[src/slsf_pkg.sv]
// Shared constants and types for the lane status flag register bank
package slsf_pkg;
    // Link count and page select width
    localparam int NUM_LINKS = 2;
    localparam int PAGE_W = 1;
    localparam int ADDR_W = 14;
    localparam int CNT_W = 8;
    localparam int IRQ_W = 4;

    // Register indices; byte address is four times the index
    localparam logic [11:0] LINK_PAGE_IDX = 12'h300;
    localparam logic [11:0] LANE5_IDX = 12'h4b5;
    localparam logic [11:0] LANE6_IDX = 12'h4b6;
    localparam logic [11:0] THRESH_IDX = 12'h4c0;
    localparam logic [11:0] CTRL_IDX = 12'h4c1;
    localparam logic [11:0] IRQ_STAT_IDX = 12'h4c2;
    localparam logic [11:0] IRQ_MASK_IDX = 12'h4c3;

    // Status flag bit positions
    localparam int BIT_DISP = 7;
    localparam int BIT_NIT = 6;
    localparam int BIT_UEK = 5;
    localparam int BIT_DESKEW = 4;
    localparam int BIT_ILS = 3;
    localparam int BIT_CKS = 2;
    localparam int BIT_FS = 1;
    localparam int BIT_CGS = 0;

    // Control and interrupt bit positions
    localparam int CTRL_CNT_CLEAR = 0;
    localparam int IRQ_L5_ERR = 0;
    localparam int IRQ_L6_ERR = 1;
    localparam int IRQ_L5_LOSS = 2;
    localparam int IRQ_L6_LOSS = 3;

    // Reset values
    localparam logic [7:0] FLAGS_RST = 8'h00;
    localparam logic [7:0] THRESH_RST = 8'hff;
    localparam logic [PAGE_W-1:0] PAGE_RST = 1'h0;
    localparam logic [IRQ_W-1:0] IRQ_RST = 4'h0;

    // Bus responses
    localparam logic [1:0] RESP_OKAY = 2'h0;
    localparam logic [1:0] RESP_SLVERR = 2'h2;

    // Decoded register selection
    typedef enum logic [2:0] {
        SLSF_SEL_NONE = 3'b000,
        SLSF_SEL_PAGE = 3'b001,
        SLSF_SEL_LANE5 = 3'b010,
        SLSF_SEL_LANE6 = 3'b011,
        SLSF_SEL_THRESH = 3'b100,
        SLSF_SEL_CTRL = 3'b101,
        SLSF_SEL_ISTAT = 3'b110,
        SLSF_SEL_IMASK = 3'b111
    } slsf_sel_e;

    // Address decode shared by read and write paths
    function automatic slsf_sel_e slsf_decode(input logic [ADDR_W-1:0] a);
        slsf_sel_e s;
        s = SLSF_SEL_NONE;
        if (a[1:0] == 2'h0) begin
            case (a[ADDR_W-1:2])
                LINK_PAGE_IDX: s = SLSF_SEL_PAGE;
                LANE5_IDX: s = SLSF_SEL_LANE5;
                LANE6_IDX: s = SLSF_SEL_LANE6;
                THRESH_IDX: s = SLSF_SEL_THRESH;
                CTRL_IDX: s = SLSF_SEL_CTRL;
                IRQ_STAT_IDX: s = SLSF_SEL_ISTAT;
                IRQ_MASK_IDX: s = SLSF_SEL_IMASK;
                default: s = SLSF_SEL_NONE;
            endcase
        end
        return s;
    endfunction : slsf_decode
endpackage : slsf_pkg

[src/slsf_lane_err_mon.sv]
// Per-lane error counters with threshold comparison
`timescale 1ns/1ps
module slsf_lane_err_mon
    import slsf_pkg::*;
(
    // Clock and reset
    input wire logic aclk,
    input wire logic aresetn,
    // Control
    input wire logic cnt_clear,
    input wire logic [CNT_W-1:0] error_count_threshold,
    // Error events: disparity, invalid code, stray control char
    input wire logic [2:0] err_evt,
    // Flags in the same order
    output logic [2:0] err_flags
);
    logic [CNT_W-1:0] cnt_r [3];
    logic [2:0] flag_r;

    genvar g;
    generate
        for (g = 0; g < 3; g++) begin : g_cls
            // Saturating count so a flag never falls back by wrap-around
            always_ff @(posedge aclk) begin
                if (!aresetn || cnt_clear) begin
                    cnt_r[g] <= '0;
                end else if (err_evt[g] && cnt_r[g] != {CNT_W{1'b1}}) begin
                    cnt_r[g] <= CNT_W'(cnt_r[g] + 8'h01);
                end
            end

            // Flag is count at or above the shared threshold
            always_ff @(posedge aclk) begin
                if (!aresetn) begin
                    flag_r[g] <= 1'b0;
                end else begin
                    flag_r[g] <= (cnt_r[g] >= error_count_threshold);
                end
            end

        end
    endgenerate

    assign err_flags = flag_r;
endmodule : slsf_lane_err_mon

[src/slsf_top.sv]
// Lane 5 and 6 status flag register bank behind an AXI4-Lite slave
//
// Overview of operation
// Lane 6 bad disparity flag sits in bit 7, set at threshold.
// Invalid code flag of each lane sits in bit 6, set at threshold.
// Stray control character flag sits in bit 5, set at threshold.
// Deskew status sits in bit 4; 1 achieved, 0 failed.
// Lane 5 initial alignment sync sits in bit 3; 1 achieved.
// Lane 5 checksum status sits in bit 2; 1 correct.
// Lane 5 frame sync sits in bit 1; 1 achieved.
// Lane 5 code group sync sits in bit 0; 1 achieved.
// Flags show the link chosen by the page field at 0x300.
// Error flag reads 0 below threshold, 1 at or above it.
// Lane 5 bad disparity flag sits in bit 7, same comparison.
// Status flags reset to 0 and ignore writes.
// Each lane counts each error class; one shared threshold.
//
// Added by the designer: register access over AXI4-Lite.
`timescale 1ns/1ps
module slsf_top
    import slsf_pkg::*;
(
    // Clock and reset
    input wire logic aclk,
    input wire logic aresetn,
    // AXI4-Lite write address
    input wire logic s_axi_awvalid,
    output logic s_axi_awready,
    input wire logic [ADDR_W-1:0] s_axi_awaddr,
    input wire logic [2:0] s_axi_awprot,
    // AXI4-Lite write data
    input wire logic s_axi_wvalid,
    output logic s_axi_wready,
    input wire logic [31:0] s_axi_wdata,
    input wire logic [3:0] s_axi_wstrb,
    // AXI4-Lite write response
    output logic s_axi_bvalid,
    input wire logic s_axi_bready,
    output logic [1:0] s_axi_bresp,
    // AXI4-Lite read address
    input wire logic s_axi_arvalid,
    output logic s_axi_arready,
    input wire logic [ADDR_W-1:0] s_axi_araddr,
    input wire logic [2:0] s_axi_arprot,
    // AXI4-Lite read data
    output logic s_axi_rvalid,
    input wire logic s_axi_rready,
    output logic [31:0] s_axi_rdata,
    output logic [1:0] s_axi_rresp,
    // Lane 5 receiver events and status, one bit per link
    input wire logic [NUM_LINKS-1:0] lane5_disparity_err_evt,
    input wire logic [NUM_LINKS-1:0] lane5_invalid_code_evt,
    input wire logic [NUM_LINKS-1:0] lane5_stray_control_char_evt,
    input wire logic [NUM_LINKS-1:0] lane5_deskew_ok,
    input wire logic [NUM_LINKS-1:0] lane5_init_align_ok,
    input wire logic [NUM_LINKS-1:0] lane5_checksum_ok,
    input wire logic [NUM_LINKS-1:0] lane5_frame_sync_ok,
    input wire logic [NUM_LINKS-1:0] lane5_code_group_sync_ok,
    // Lane 6 receiver events and status, one bit per link
    input wire logic [NUM_LINKS-1:0] lane6_disparity_err_evt,
    input wire logic [NUM_LINKS-1:0] lane6_invalid_code_evt,
    input wire logic [NUM_LINKS-1:0] lane6_stray_control_char_evt,
    input wire logic [NUM_LINKS-1:0] lane6_deskew_ok,
    // Interrupt
    output logic irq
);
    // Software-visible state
    logic [PAGE_W-1:0] link_page_r;
    logic [CNT_W-1:0] error_count_threshold_r;
    logic cnt_clear_r;
    logic [IRQ_W-1:0] irq_stat_r;
    logic [IRQ_W-1:0] irq_stat_nxt;
    logic [IRQ_W-1:0] irq_mask_r;
    logic [7:0] lane5_link_flags_r;
    logic [7:0] lane6_link_flags_r;

    // Per-link flag images
    logic [7:0] lane5_img [NUM_LINKS];
    logic [7:0] lane6_img [NUM_LINKS];
    logic [NUM_LINKS-1:0] l5_err_rise;
    logic [NUM_LINKS-1:0] l6_err_rise;
    logic [NUM_LINKS-1:0] l5_loss;
    logic [NUM_LINKS-1:0] l6_loss;

    // Bus state
    logic aw_got_r;
    logic w_got_r;
    logic [ADDR_W-1:0] waddr_r;
    logic [7:0] wdata_r;
    logic wstrb0_r;
    logic bvalid_r;
    logic [1:0] bresp_r;
    logic rvalid_r;
    logic [31:0] rdata_r;
    logic [1:0] rresp_r;
    logic wr_go;
    slsf_sel_e wsel;
    slsf_sel_e rsel;
    logic [7:0] rd_val;

    genvar l;
    generate
        for (l = 0; l < NUM_LINKS; l++) begin : g_link
            logic [2:0] err5;
            logic [2:0] err6;
            logic [2:0] err5_q;
            logic [2:0] err6_q;
            logic [4:0] stat5_r;
            logic stat6_r;

            // Lane 5 counters, one set per link
            slsf_lane_err_mon u_lane5 (
                .aclk(aclk),
                .aresetn(aresetn),
                .cnt_clear(cnt_clear_r),
                .error_count_threshold(error_count_threshold_r),
                .err_evt({lane5_stray_control_char_evt[l],
                          lane5_invalid_code_evt[l],
                          lane5_disparity_err_evt[l]}),
                .err_flags(err5)
            );

            // Lane 6 counters share the same threshold
            slsf_lane_err_mon u_lane6 (
                .aclk(aclk),
                .aresetn(aresetn),
                .cnt_clear(cnt_clear_r),
                .error_count_threshold(error_count_threshold_r),
                .err_evt({lane6_stray_control_char_evt[l],
                          lane6_invalid_code_evt[l],
                          lane6_disparity_err_evt[l]}),
                .err_flags(err6)
            );

            // Capture sync levels and previous flags for edge events
            always_ff @(posedge aclk) begin
                if (!aresetn) begin
                    stat5_r <= 5'h00;
                    stat6_r <= 1'b0;
                    err5_q <= 3'h0;
                    err6_q <= 3'h0;
                end else begin
                    stat5_r <= {lane5_deskew_ok[l], lane5_init_align_ok[l],
                                lane5_checksum_ok[l], lane5_frame_sync_ok[l],
                                lane5_code_group_sync_ok[l]};
                    stat6_r <= lane6_deskew_ok[l];
                    err5_q <= err5;
                    err6_q <= err6;
                end
            end

            // Bit packing of each lane's image
            always_comb begin
                lane5_img[l] = FLAGS_RST;
                lane5_img[l][BIT_DISP] = err5[0];
                lane5_img[l][BIT_NIT] = err5[1];
                lane5_img[l][BIT_UEK] = err5[2];
                lane5_img[l][BIT_DESKEW] = stat5_r[4];
                lane5_img[l][BIT_ILS] = stat5_r[3];
                lane5_img[l][BIT_CKS] = stat5_r[2];
                lane5_img[l][BIT_FS] = stat5_r[1];
                lane5_img[l][BIT_CGS] = stat5_r[0];
                lane6_img[l] = FLAGS_RST;
                lane6_img[l][BIT_DISP] = err6[0];
                lane6_img[l][BIT_NIT] = err6[1];
                lane6_img[l][BIT_UEK] = err6[2];
                lane6_img[l][BIT_DESKEW] = stat6_r;
            end

            // Events for the interrupt unit, from every link
            assign l5_err_rise[l] = |(err5 & ~err5_q);
            assign l6_err_rise[l] = |(err6 & ~err6_q);
            assign l5_loss[l] = |(stat5_r & ~{lane5_deskew_ok[l],
                lane5_init_align_ok[l], lane5_checksum_ok[l],
                lane5_frame_sync_ok[l], lane5_code_group_sync_ok[l]});
            assign l6_loss[l] = stat6_r & ~lane6_deskew_ok[l];
        end
    endgenerate

    // Visible flags follow the paged link; registered for clean reads
    always_ff @(posedge aclk) begin
        if (!aresetn) begin
            lane5_link_flags_r <= FLAGS_RST;
            lane6_link_flags_r <= FLAGS_RST;
        end else begin
            lane5_link_flags_r <= lane5_img[link_page_r];
            lane6_link_flags_r <= lane6_img[link_page_r];
        end
    end

    // Write channel: address and data taken in either order
    assign s_axi_awready = !aw_got_r && !bvalid_r;
    assign s_axi_wready = !w_got_r && !bvalid_r;
    assign wr_go = aw_got_r && w_got_r;
    assign wsel = slsf_decode(waddr_r);

    always_ff @(posedge aclk) begin
        if (!aresetn) begin
            aw_got_r <= 1'b0;
            waddr_r <= '0;
        end else if (s_axi_awvalid && s_axi_awready) begin
            aw_got_r <= 1'b1;
            waddr_r <= s_axi_awaddr;
        end else if (wr_go) begin
            aw_got_r <= 1'b0;
        end
    end

    always_ff @(posedge aclk) begin
        if (!aresetn) begin
            w_got_r <= 1'b0;
            wdata_r <= 8'h00;
            wstrb0_r <= 1'b0;
        end else if (s_axi_wvalid && s_axi_wready) begin
            w_got_r <= 1'b1;
            wdata_r <= s_axi_wdata[7:0];
            wstrb0_r <= s_axi_wstrb[0];
        end else if (wr_go) begin
            w_got_r <= 1'b0;
        end
    end

    // Response one cycle after both halves are held
    always_ff @(posedge aclk) begin
        if (!aresetn) begin
            bvalid_r <= 1'b0;
            bresp_r <= RESP_OKAY;
        end else if (wr_go) begin
            bvalid_r <= 1'b1;
            bresp_r <= (wsel == SLSF_SEL_NONE) ? RESP_SLVERR : RESP_OKAY;
        end else if (s_axi_bready) begin
            bvalid_r <= 1'b0;
        end
    end

    assign s_axi_bvalid = bvalid_r;
    assign s_axi_bresp = bresp_r;

    // Writable controls; lane flag registers are read-only
    always_ff @(posedge aclk) begin
        if (!aresetn) begin
            link_page_r <= PAGE_RST;
            error_count_threshold_r <= THRESH_RST;
            irq_mask_r <= IRQ_RST;
        end else if (wr_go && wstrb0_r) begin
            case (wsel)
                SLSF_SEL_PAGE: link_page_r <= wdata_r[PAGE_W-1:0];
                SLSF_SEL_THRESH: error_count_threshold_r <= wdata_r;
                SLSF_SEL_IMASK: irq_mask_r <= wdata_r[IRQ_W-1:0];
                default: link_page_r <= link_page_r;
            endcase
        end
    end

    // Counter clear is a one-cycle pulse; it does not hold counts at 0
    always_ff @(posedge aclk) begin
        if (!aresetn) begin
            cnt_clear_r <= 1'b0;
        end else begin
            cnt_clear_r <= wr_go && wstrb0_r && wsel == SLSF_SEL_CTRL &&
                           wdata_r[CTRL_CNT_CLEAR];
        end
    end

    // Sticky status; a new event beats a same-cycle clear
    always_comb begin
        irq_stat_nxt = irq_stat_r;
        if (wr_go && wstrb0_r && wsel == SLSF_SEL_ISTAT) begin
            irq_stat_nxt = irq_stat_r & ~wdata_r[IRQ_W-1:0];
        end
        irq_stat_nxt[IRQ_L5_ERR] = irq_stat_nxt[IRQ_L5_ERR] | (|l5_err_rise);
        irq_stat_nxt[IRQ_L6_ERR] = irq_stat_nxt[IRQ_L6_ERR] | (|l6_err_rise);
        irq_stat_nxt[IRQ_L5_LOSS] = irq_stat_nxt[IRQ_L5_LOSS] | (|l5_loss);
        irq_stat_nxt[IRQ_L6_LOSS] = irq_stat_nxt[IRQ_L6_LOSS] | (|l6_loss);
    end

    always_ff @(posedge aclk) begin
        if (!aresetn) begin
            irq_stat_r <= IRQ_RST;
        end else begin
            irq_stat_r <= irq_stat_nxt;
        end
    end

    assign irq = |(irq_stat_r & irq_mask_r);

    // Read channel: one read in flight, data registered
    assign s_axi_arready = !rvalid_r;
    assign rsel = slsf_decode(s_axi_araddr);

    always_comb begin
        rd_val = 8'h00;
        case (rsel)
            SLSF_SEL_PAGE: rd_val = {{(8-PAGE_W){1'b0}}, link_page_r};
            SLSF_SEL_LANE5: rd_val = lane5_link_flags_r;
            SLSF_SEL_LANE6: rd_val = lane6_link_flags_r;
            SLSF_SEL_THRESH: rd_val = error_count_threshold_r;
            SLSF_SEL_CTRL: rd_val = 8'h00;
            SLSF_SEL_ISTAT: rd_val = {4'h0, irq_stat_r};
            SLSF_SEL_IMASK: rd_val = {4'h0, irq_mask_r};
            default: rd_val = 8'h00;
        endcase
    end

    always_ff @(posedge aclk) begin
        if (!aresetn) begin
            rvalid_r <= 1'b0;
            rdata_r <= 32'h0000_0000;
            rresp_r <= RESP_OKAY;
        end else if (s_axi_arvalid && s_axi_arready) begin
            rvalid_r <= 1'b1;
            rdata_r <= {24'h00_0000, rd_val};
            rresp_r <= (rsel == SLSF_SEL_NONE) ? RESP_SLVERR : RESP_OKAY;
        end else if (s_axi_rready) begin
            rvalid_r <= 1'b0;
        end
    end

    assign s_axi_rvalid = rvalid_r;
    assign s_axi_rdata = rdata_r;
    assign s_axi_rresp = rresp_r;
endmodule : slsf_top

[config.mk]
export PLATFORM = sky130hd
export DESIGN_NAME = slsf_top
export DESIGN_NICKNAME = d
export VERILOG_FILES = /design/src/slsf_pkg.sv /design/src/slsf_lane_err_mon.sv /design/src/slsf_top.sv
export SDC_FILE = /design/constraint.sdc
export NUM_CORES = 1
export LEC_CHECK = 0
export BUFFER_PORTS_ARGS = -buffer_cell sky130_fd_sc_hd__buf_2
export CAP_MARGIN = 20
export CORE_AREA = 10 10 161 163
export DETAILED_ROUTE_END_ITERATION = 10
export DIE_AREA = 0 0 171 173
export GPL_TIMING_DRIVEN = 0
export PLACE_DENSITY_LB_ADDON = 0.12
export SLEW_MARGIN = 20
export SYNTH_ARGS = -nofsm -noshare
export SYNTH_HDL_FRONTEND = slang
export SYNTH_SLANG_ARGS = --single-unit
[constraint.sdc]
create_clock -name aclk -period 1.8 [get_ports aclk]
set_input_delay 0 -clock aclk [delete_from_list [all_inputs] [get_ports aclk]]
set_output_delay 0 -clock aclk [all_outputs]
set_load 0.02 [all_outputs]
==> impl_summary.log <==
INFO  metric synth_sequential_area_ratio = 44.0%
INFO  metric r2r.worst_path.cells = 8
INFO  metric number_of_antenna_violations_at_the_first_check_in_global_routing = 0
INFO  metric crit_path_top_delay_cell = sky130_fd_sc_hd__dfxtp_2
INFO  metric route.detailed.wl_per_inst = around 17 um
INFO  metric full_die_area = 29600 sq um
INFO  metric rsz0062_at_grt = true
INFO  metric netSwitchingFraction = approximately 28%
INFO  metric skew = 0.0119 ns
INFO  metric synth-main-ff-cell = sky130_fd_sc_hd__dfxtp_1
INFO  metric dr.pass1.iters = 4
INFO  metric reg2reg_setup_slack = -0.11 ns
INFO  metric layout.area.seq = about 5000 sq um
INFO  metric timing_worst_setup_path_type = reg -> reg
INFO  metric clk_latency = 0.45 ns
INFO  metric yosys_register_bits = 199
INFO  metric maximum_number_of_pins_on_one_net_before_global_route_repair = 23
INFO  metric post_synth_inst_count = approximately 1100
INFO  metric yosysWarnings = 0
INFO  metric combPwrFrac = ~11%
INFO  metric power_spent_charging_and_discharging_nets = ~3000 uW
INFO  metric fmax = between 0.5 and 0.6 GHz
INFO  metric power.sequential.fraction = 50.5%
INFO  metric flow.area_growth_from_synthesis = 24.9%
INFO  metric failed_checks = negative setup slack
INFO  metric cap_violations = 0
INFO  metric worstHoldPathType = in -> reg
INFO  metric final-max-slew-violation-count = 0
INFO  metric clkTransAtPathRegs = 0.09 ns
INFO  metric route.final.wire_length = around 28000 um
INFO  metric fillers = between 1500 and 2000
INFO  metric timing.setup.tns = -0.367 ns
INFO  metric dp_hpwl = 18400 um
INFO  metric crit_path_frequent_cell = sky130_fd_sc_hd__buf_6
INFO  metric critical_path.endpoint_type = flip-flop
INFO  metric cellLeakagePower = 0.00600 uW
INFO  metric timing.hold.worst_endpoint = g_link[1].u_lane6.cnt_r[1][2]
INFO  metric route.detailed.drc = 0
INFO  metric crit_chain = nor4_4 -> nand2_2 -> nor3_4 -> and3b_1 -> buf_6 -> buf_6 -> mux2i_1 -> nand2_1
INFO  metric clk_root_buffer_cell = sky130_fd_sc_hd__clkbuf_16
INFO  metric worstHoldStart = lane6_invalid_code_evt[1]
INFO  metric htree_levels = 4
INFO  metric syn_avg_cell_area = 9.87 sq um
INFO  metric dpl_worst_slack = -0.824 ns
INFO  metric netlist.top_cell.by_area = sky130_fd_sc_hd__edfxtp_1
INFO  metric cts-buffers-inserted = 17
INFO  metric synthArstFlopShare = 0%
INFO  metric row_count = 55
INFO  metric routabilityCongestion = about 0.81
INFO  metric via_per_instance_ratio = around 5.3
INFO  metric reg2reg_to = error_count_threshold_r[0]
INFO  metric power_per_cell_area = 740 nW/um^2
INFO  metric ioPinCount = approximately 140
INFO  metric placement.io_buffers = 81
INFO  metric finish.utilization = about 62%
INFO  metric pwr-share-clk = a little under two fifths
INFO  metric buffers_plus_inverters_on_the_worst_setup_path = 2
INFO  metric worstHoldPathCells = 3
INFO  metric post_synth_main_area_contributors = sky130_fd_sc_hd__edfxtp_1, sky130_fd_sc_hd__dfxtp_1, sky130_fd_sc_hd__ha_1, sky130_fd_sc_hd__nor2_1, sky130_fd_sc_hd__xor2_1
INFO  metric timing.final.crit_period = ~1.9 ns
INFO  metric period_share = 106%
INFO  metric number_of_flops_mapped_to_enable_cells_by_yosys = between 90 and 100
INFO  metric timing.max_slew.rel_slack = between 50% and 60%
INFO  metric crit_fanout = 6
INFO  metric floorplan.die.width = roughly 170 um
INFO  metric die_height = ~170 um
INFO  metric cts_tree = yes
INFO  metric dr.first_iter.drc_count = 530
INFO  metric clock-sinks = between 150 and 200
INFO  metric multi_input_comb_area = roughly 6200 sq um
INFO  metric first_global_vias = 8424
INFO  metric global_route_wire_length_before_repair = about 43000 um
INFO  metric most_frequent_cell_after_synthesis = sky130_fd_sc_hd__nor2_1
INFO  metric crit_path_dat = 2.22 ns
INFO  metric vdd_ir_drop_max = ~0.66 mV
INFO  metric final-setup-viol-count = 11
INFO  metric antenna-diode-count = 0
INFO  metric final.hold.worst_slack = roughly 0.056 ns
INFO  metric outcome = finished with violations
INFO  metric rr_startpoint = waddr_r[7]
INFO  metric timing_worst_slew_pin_value = roughly 0.74 ns
INFO  metric cell_internal_pwr = about 7500 uW
INFO  metric post-synth-top-area-fraction = approximately a quarter
INFO  metric grt_overflow = 0
INFO  metric core_region_area = between 20000 and 25000 sq um
INFO  metric hold_viol = 0
INFO  metric crit_required = ~2.1 ns
INFO  metric final_nets = between 1500 and 2000
INFO  metric share_of_post_route_cells_with_drive_strength_above_1 = around a fifth
INFO  metric ant_nets = 0
INFO  metric fin_ws = -0.107 ns
INFO  metric initial_standard_cell_utilization_of_the_core = around 50%
INFO  metric global_route.usage.total = 18.2%
INFO  metric worst_setup_path_start_kind = flip-flop
INFO  metric max-clock-path-buffers = 2
INFO  metric syn-cell-area = roughly 11000 sq um
INFO  metric slowest_delay = 0.35 ns
INFO  metric num_vias = 8647
INFO  metric yosys.cell_types.count = between 60 and 70
INFO  metric cpLargestDelayFamily = simple AND/OR/NAND/NOR gates
INFO  metric synth_commonest_cells = sky130_fd_sc_hd__nor2_1, sky130_fd_sc_hd__ha_1, sky130_fd_sc_hd__nand2_1, sky130_fd_sc_hd__dfxtp_1, sky130_fd_sc_hd__edfxtp_1
stage by stage:
stage	cell area (sq um)	total power, uW	cells
after CTS	13500	10300	1619
final	14000	10400	1633
after detailed placement	12100	6280	1529
after floorplan	11300	5950	1163
after global placement	12100	6240	1529
after global routing	14000	10800	1633
tightest hold or removal path: stages:
cell                      delay (ns)
sky130_fd_sc_hd__buf_2          0.07
sky130_fd_sc_hd__o21ai_1        0.07
sky130_fd_sc_hd__nand2_2        0.19
sequential cells by signal (all words and copies together), names as in the netlist, 8 cells and up:
signal,flops
g_link.u_lane5.cnt_r,48
g_link.u_lane6.cnt_r,48
waddr_r,14
g_link.stat5_r,10
error_count_threshold_r,8
lane5_link_flags_r,8
s_axi_rdata,8
wdata_r,8
power by group through the flow:
stage / sequential (uW) / combinational, uW / clock (uW)
global route: 5280 / 1300 / 4210
floorplan: 5260 / 684 / 0
detailed placement: 5340 / 942 / 0
global placement: 5330 / 917 / 0
finish: 5250 / 1150 / 3990
CTS: 5230 / 1040 / 4050
worst max-delay path by stage:
stage / start / to / slack, ns / depth (start not counted)
2_1_floorplan: waddr_r[10] / error_count_threshold_r[5] / 0.06 / 8
3_3_place_gp: aresetn / g_link[0].u_lane6.cnt_r[2][0] / -0.65 / 4
3_5_place_dp: aresetn / g_link[0].u_lane6.cnt_r[0][2] / -0.82 / 4
4_1_cts: waddr_r[11] / error_count_threshold_r[6] / -0.06 / 8
5_1_grt: waddr_r[11] / error_count_threshold_r[0] / -0.22 / 8
6_report: waddr_r[7] / error_count_threshold_r[0] / -0.11 / 8
per-layer routing:
layer	routed length, um	global-route usage (%)
met2	13100	29.3
met3	1410	4.10
met4	423	5.00
met1	12700	23.8
met5	0	0
layout by cell type, fill, tap and decap left out, drive strengths merged, types with 5 or more instances in the layout:
cell type,instances
a221o,5
a21oi,28
a221oi,7
nor2,119
nand2b,18
o22ai,5
a211oi,12
dlygate4sd3,45
nand2,111
buf,152
nor3,6
ha,108
clkbuf,36
or2,13
dfxtp,103
conb,26
mux2i,19
a21o,25
o211ai,8
inv,65
o21ai,30
and3,14
xor2,47
nand3,54
xnor2,27
and2,31
edfxtp,96
nor4,6
o2111ai,13
nor2b,32
a21boi,30
clkinvlp,7
a31oi,7
timing repair:
action,4_1_cts,5_1_grt
gates resized for setup,28,67
setup endpoints to repair,220,117
pin swaps,11,44
buffers inserted,18,19
endpoints found under the hold margin,41,0
cloned,1,1
hold buffers,45,0
cells by family after synthesis:
logic type	after synthesis	share of synthesized area, %
AOI/OAI and AO/OA	193	12.5
xor gates and xnor gates	74	5.77
adders and majority gates	108	12.0
buffers and inverters	124	5.27
DFF	199	44.0
muxes	19	1.69
other	1	0.0334
and+or+nand+nor	420	18.7
layout make-up:
type / instances / share of cell area, %
clock buffer: 17 / 3.03
inverter: 61 / 1.79
clock inverter: 15 / 1.36
sequential: 199 / 35.3
tap: 285 / 2.54
timing repair buffer: 165 / 9.30
buffer: 51 / 2.31
multi-input combinational: 840 / 44.4
Note: power is estimated with default switching activity, not from simulation.
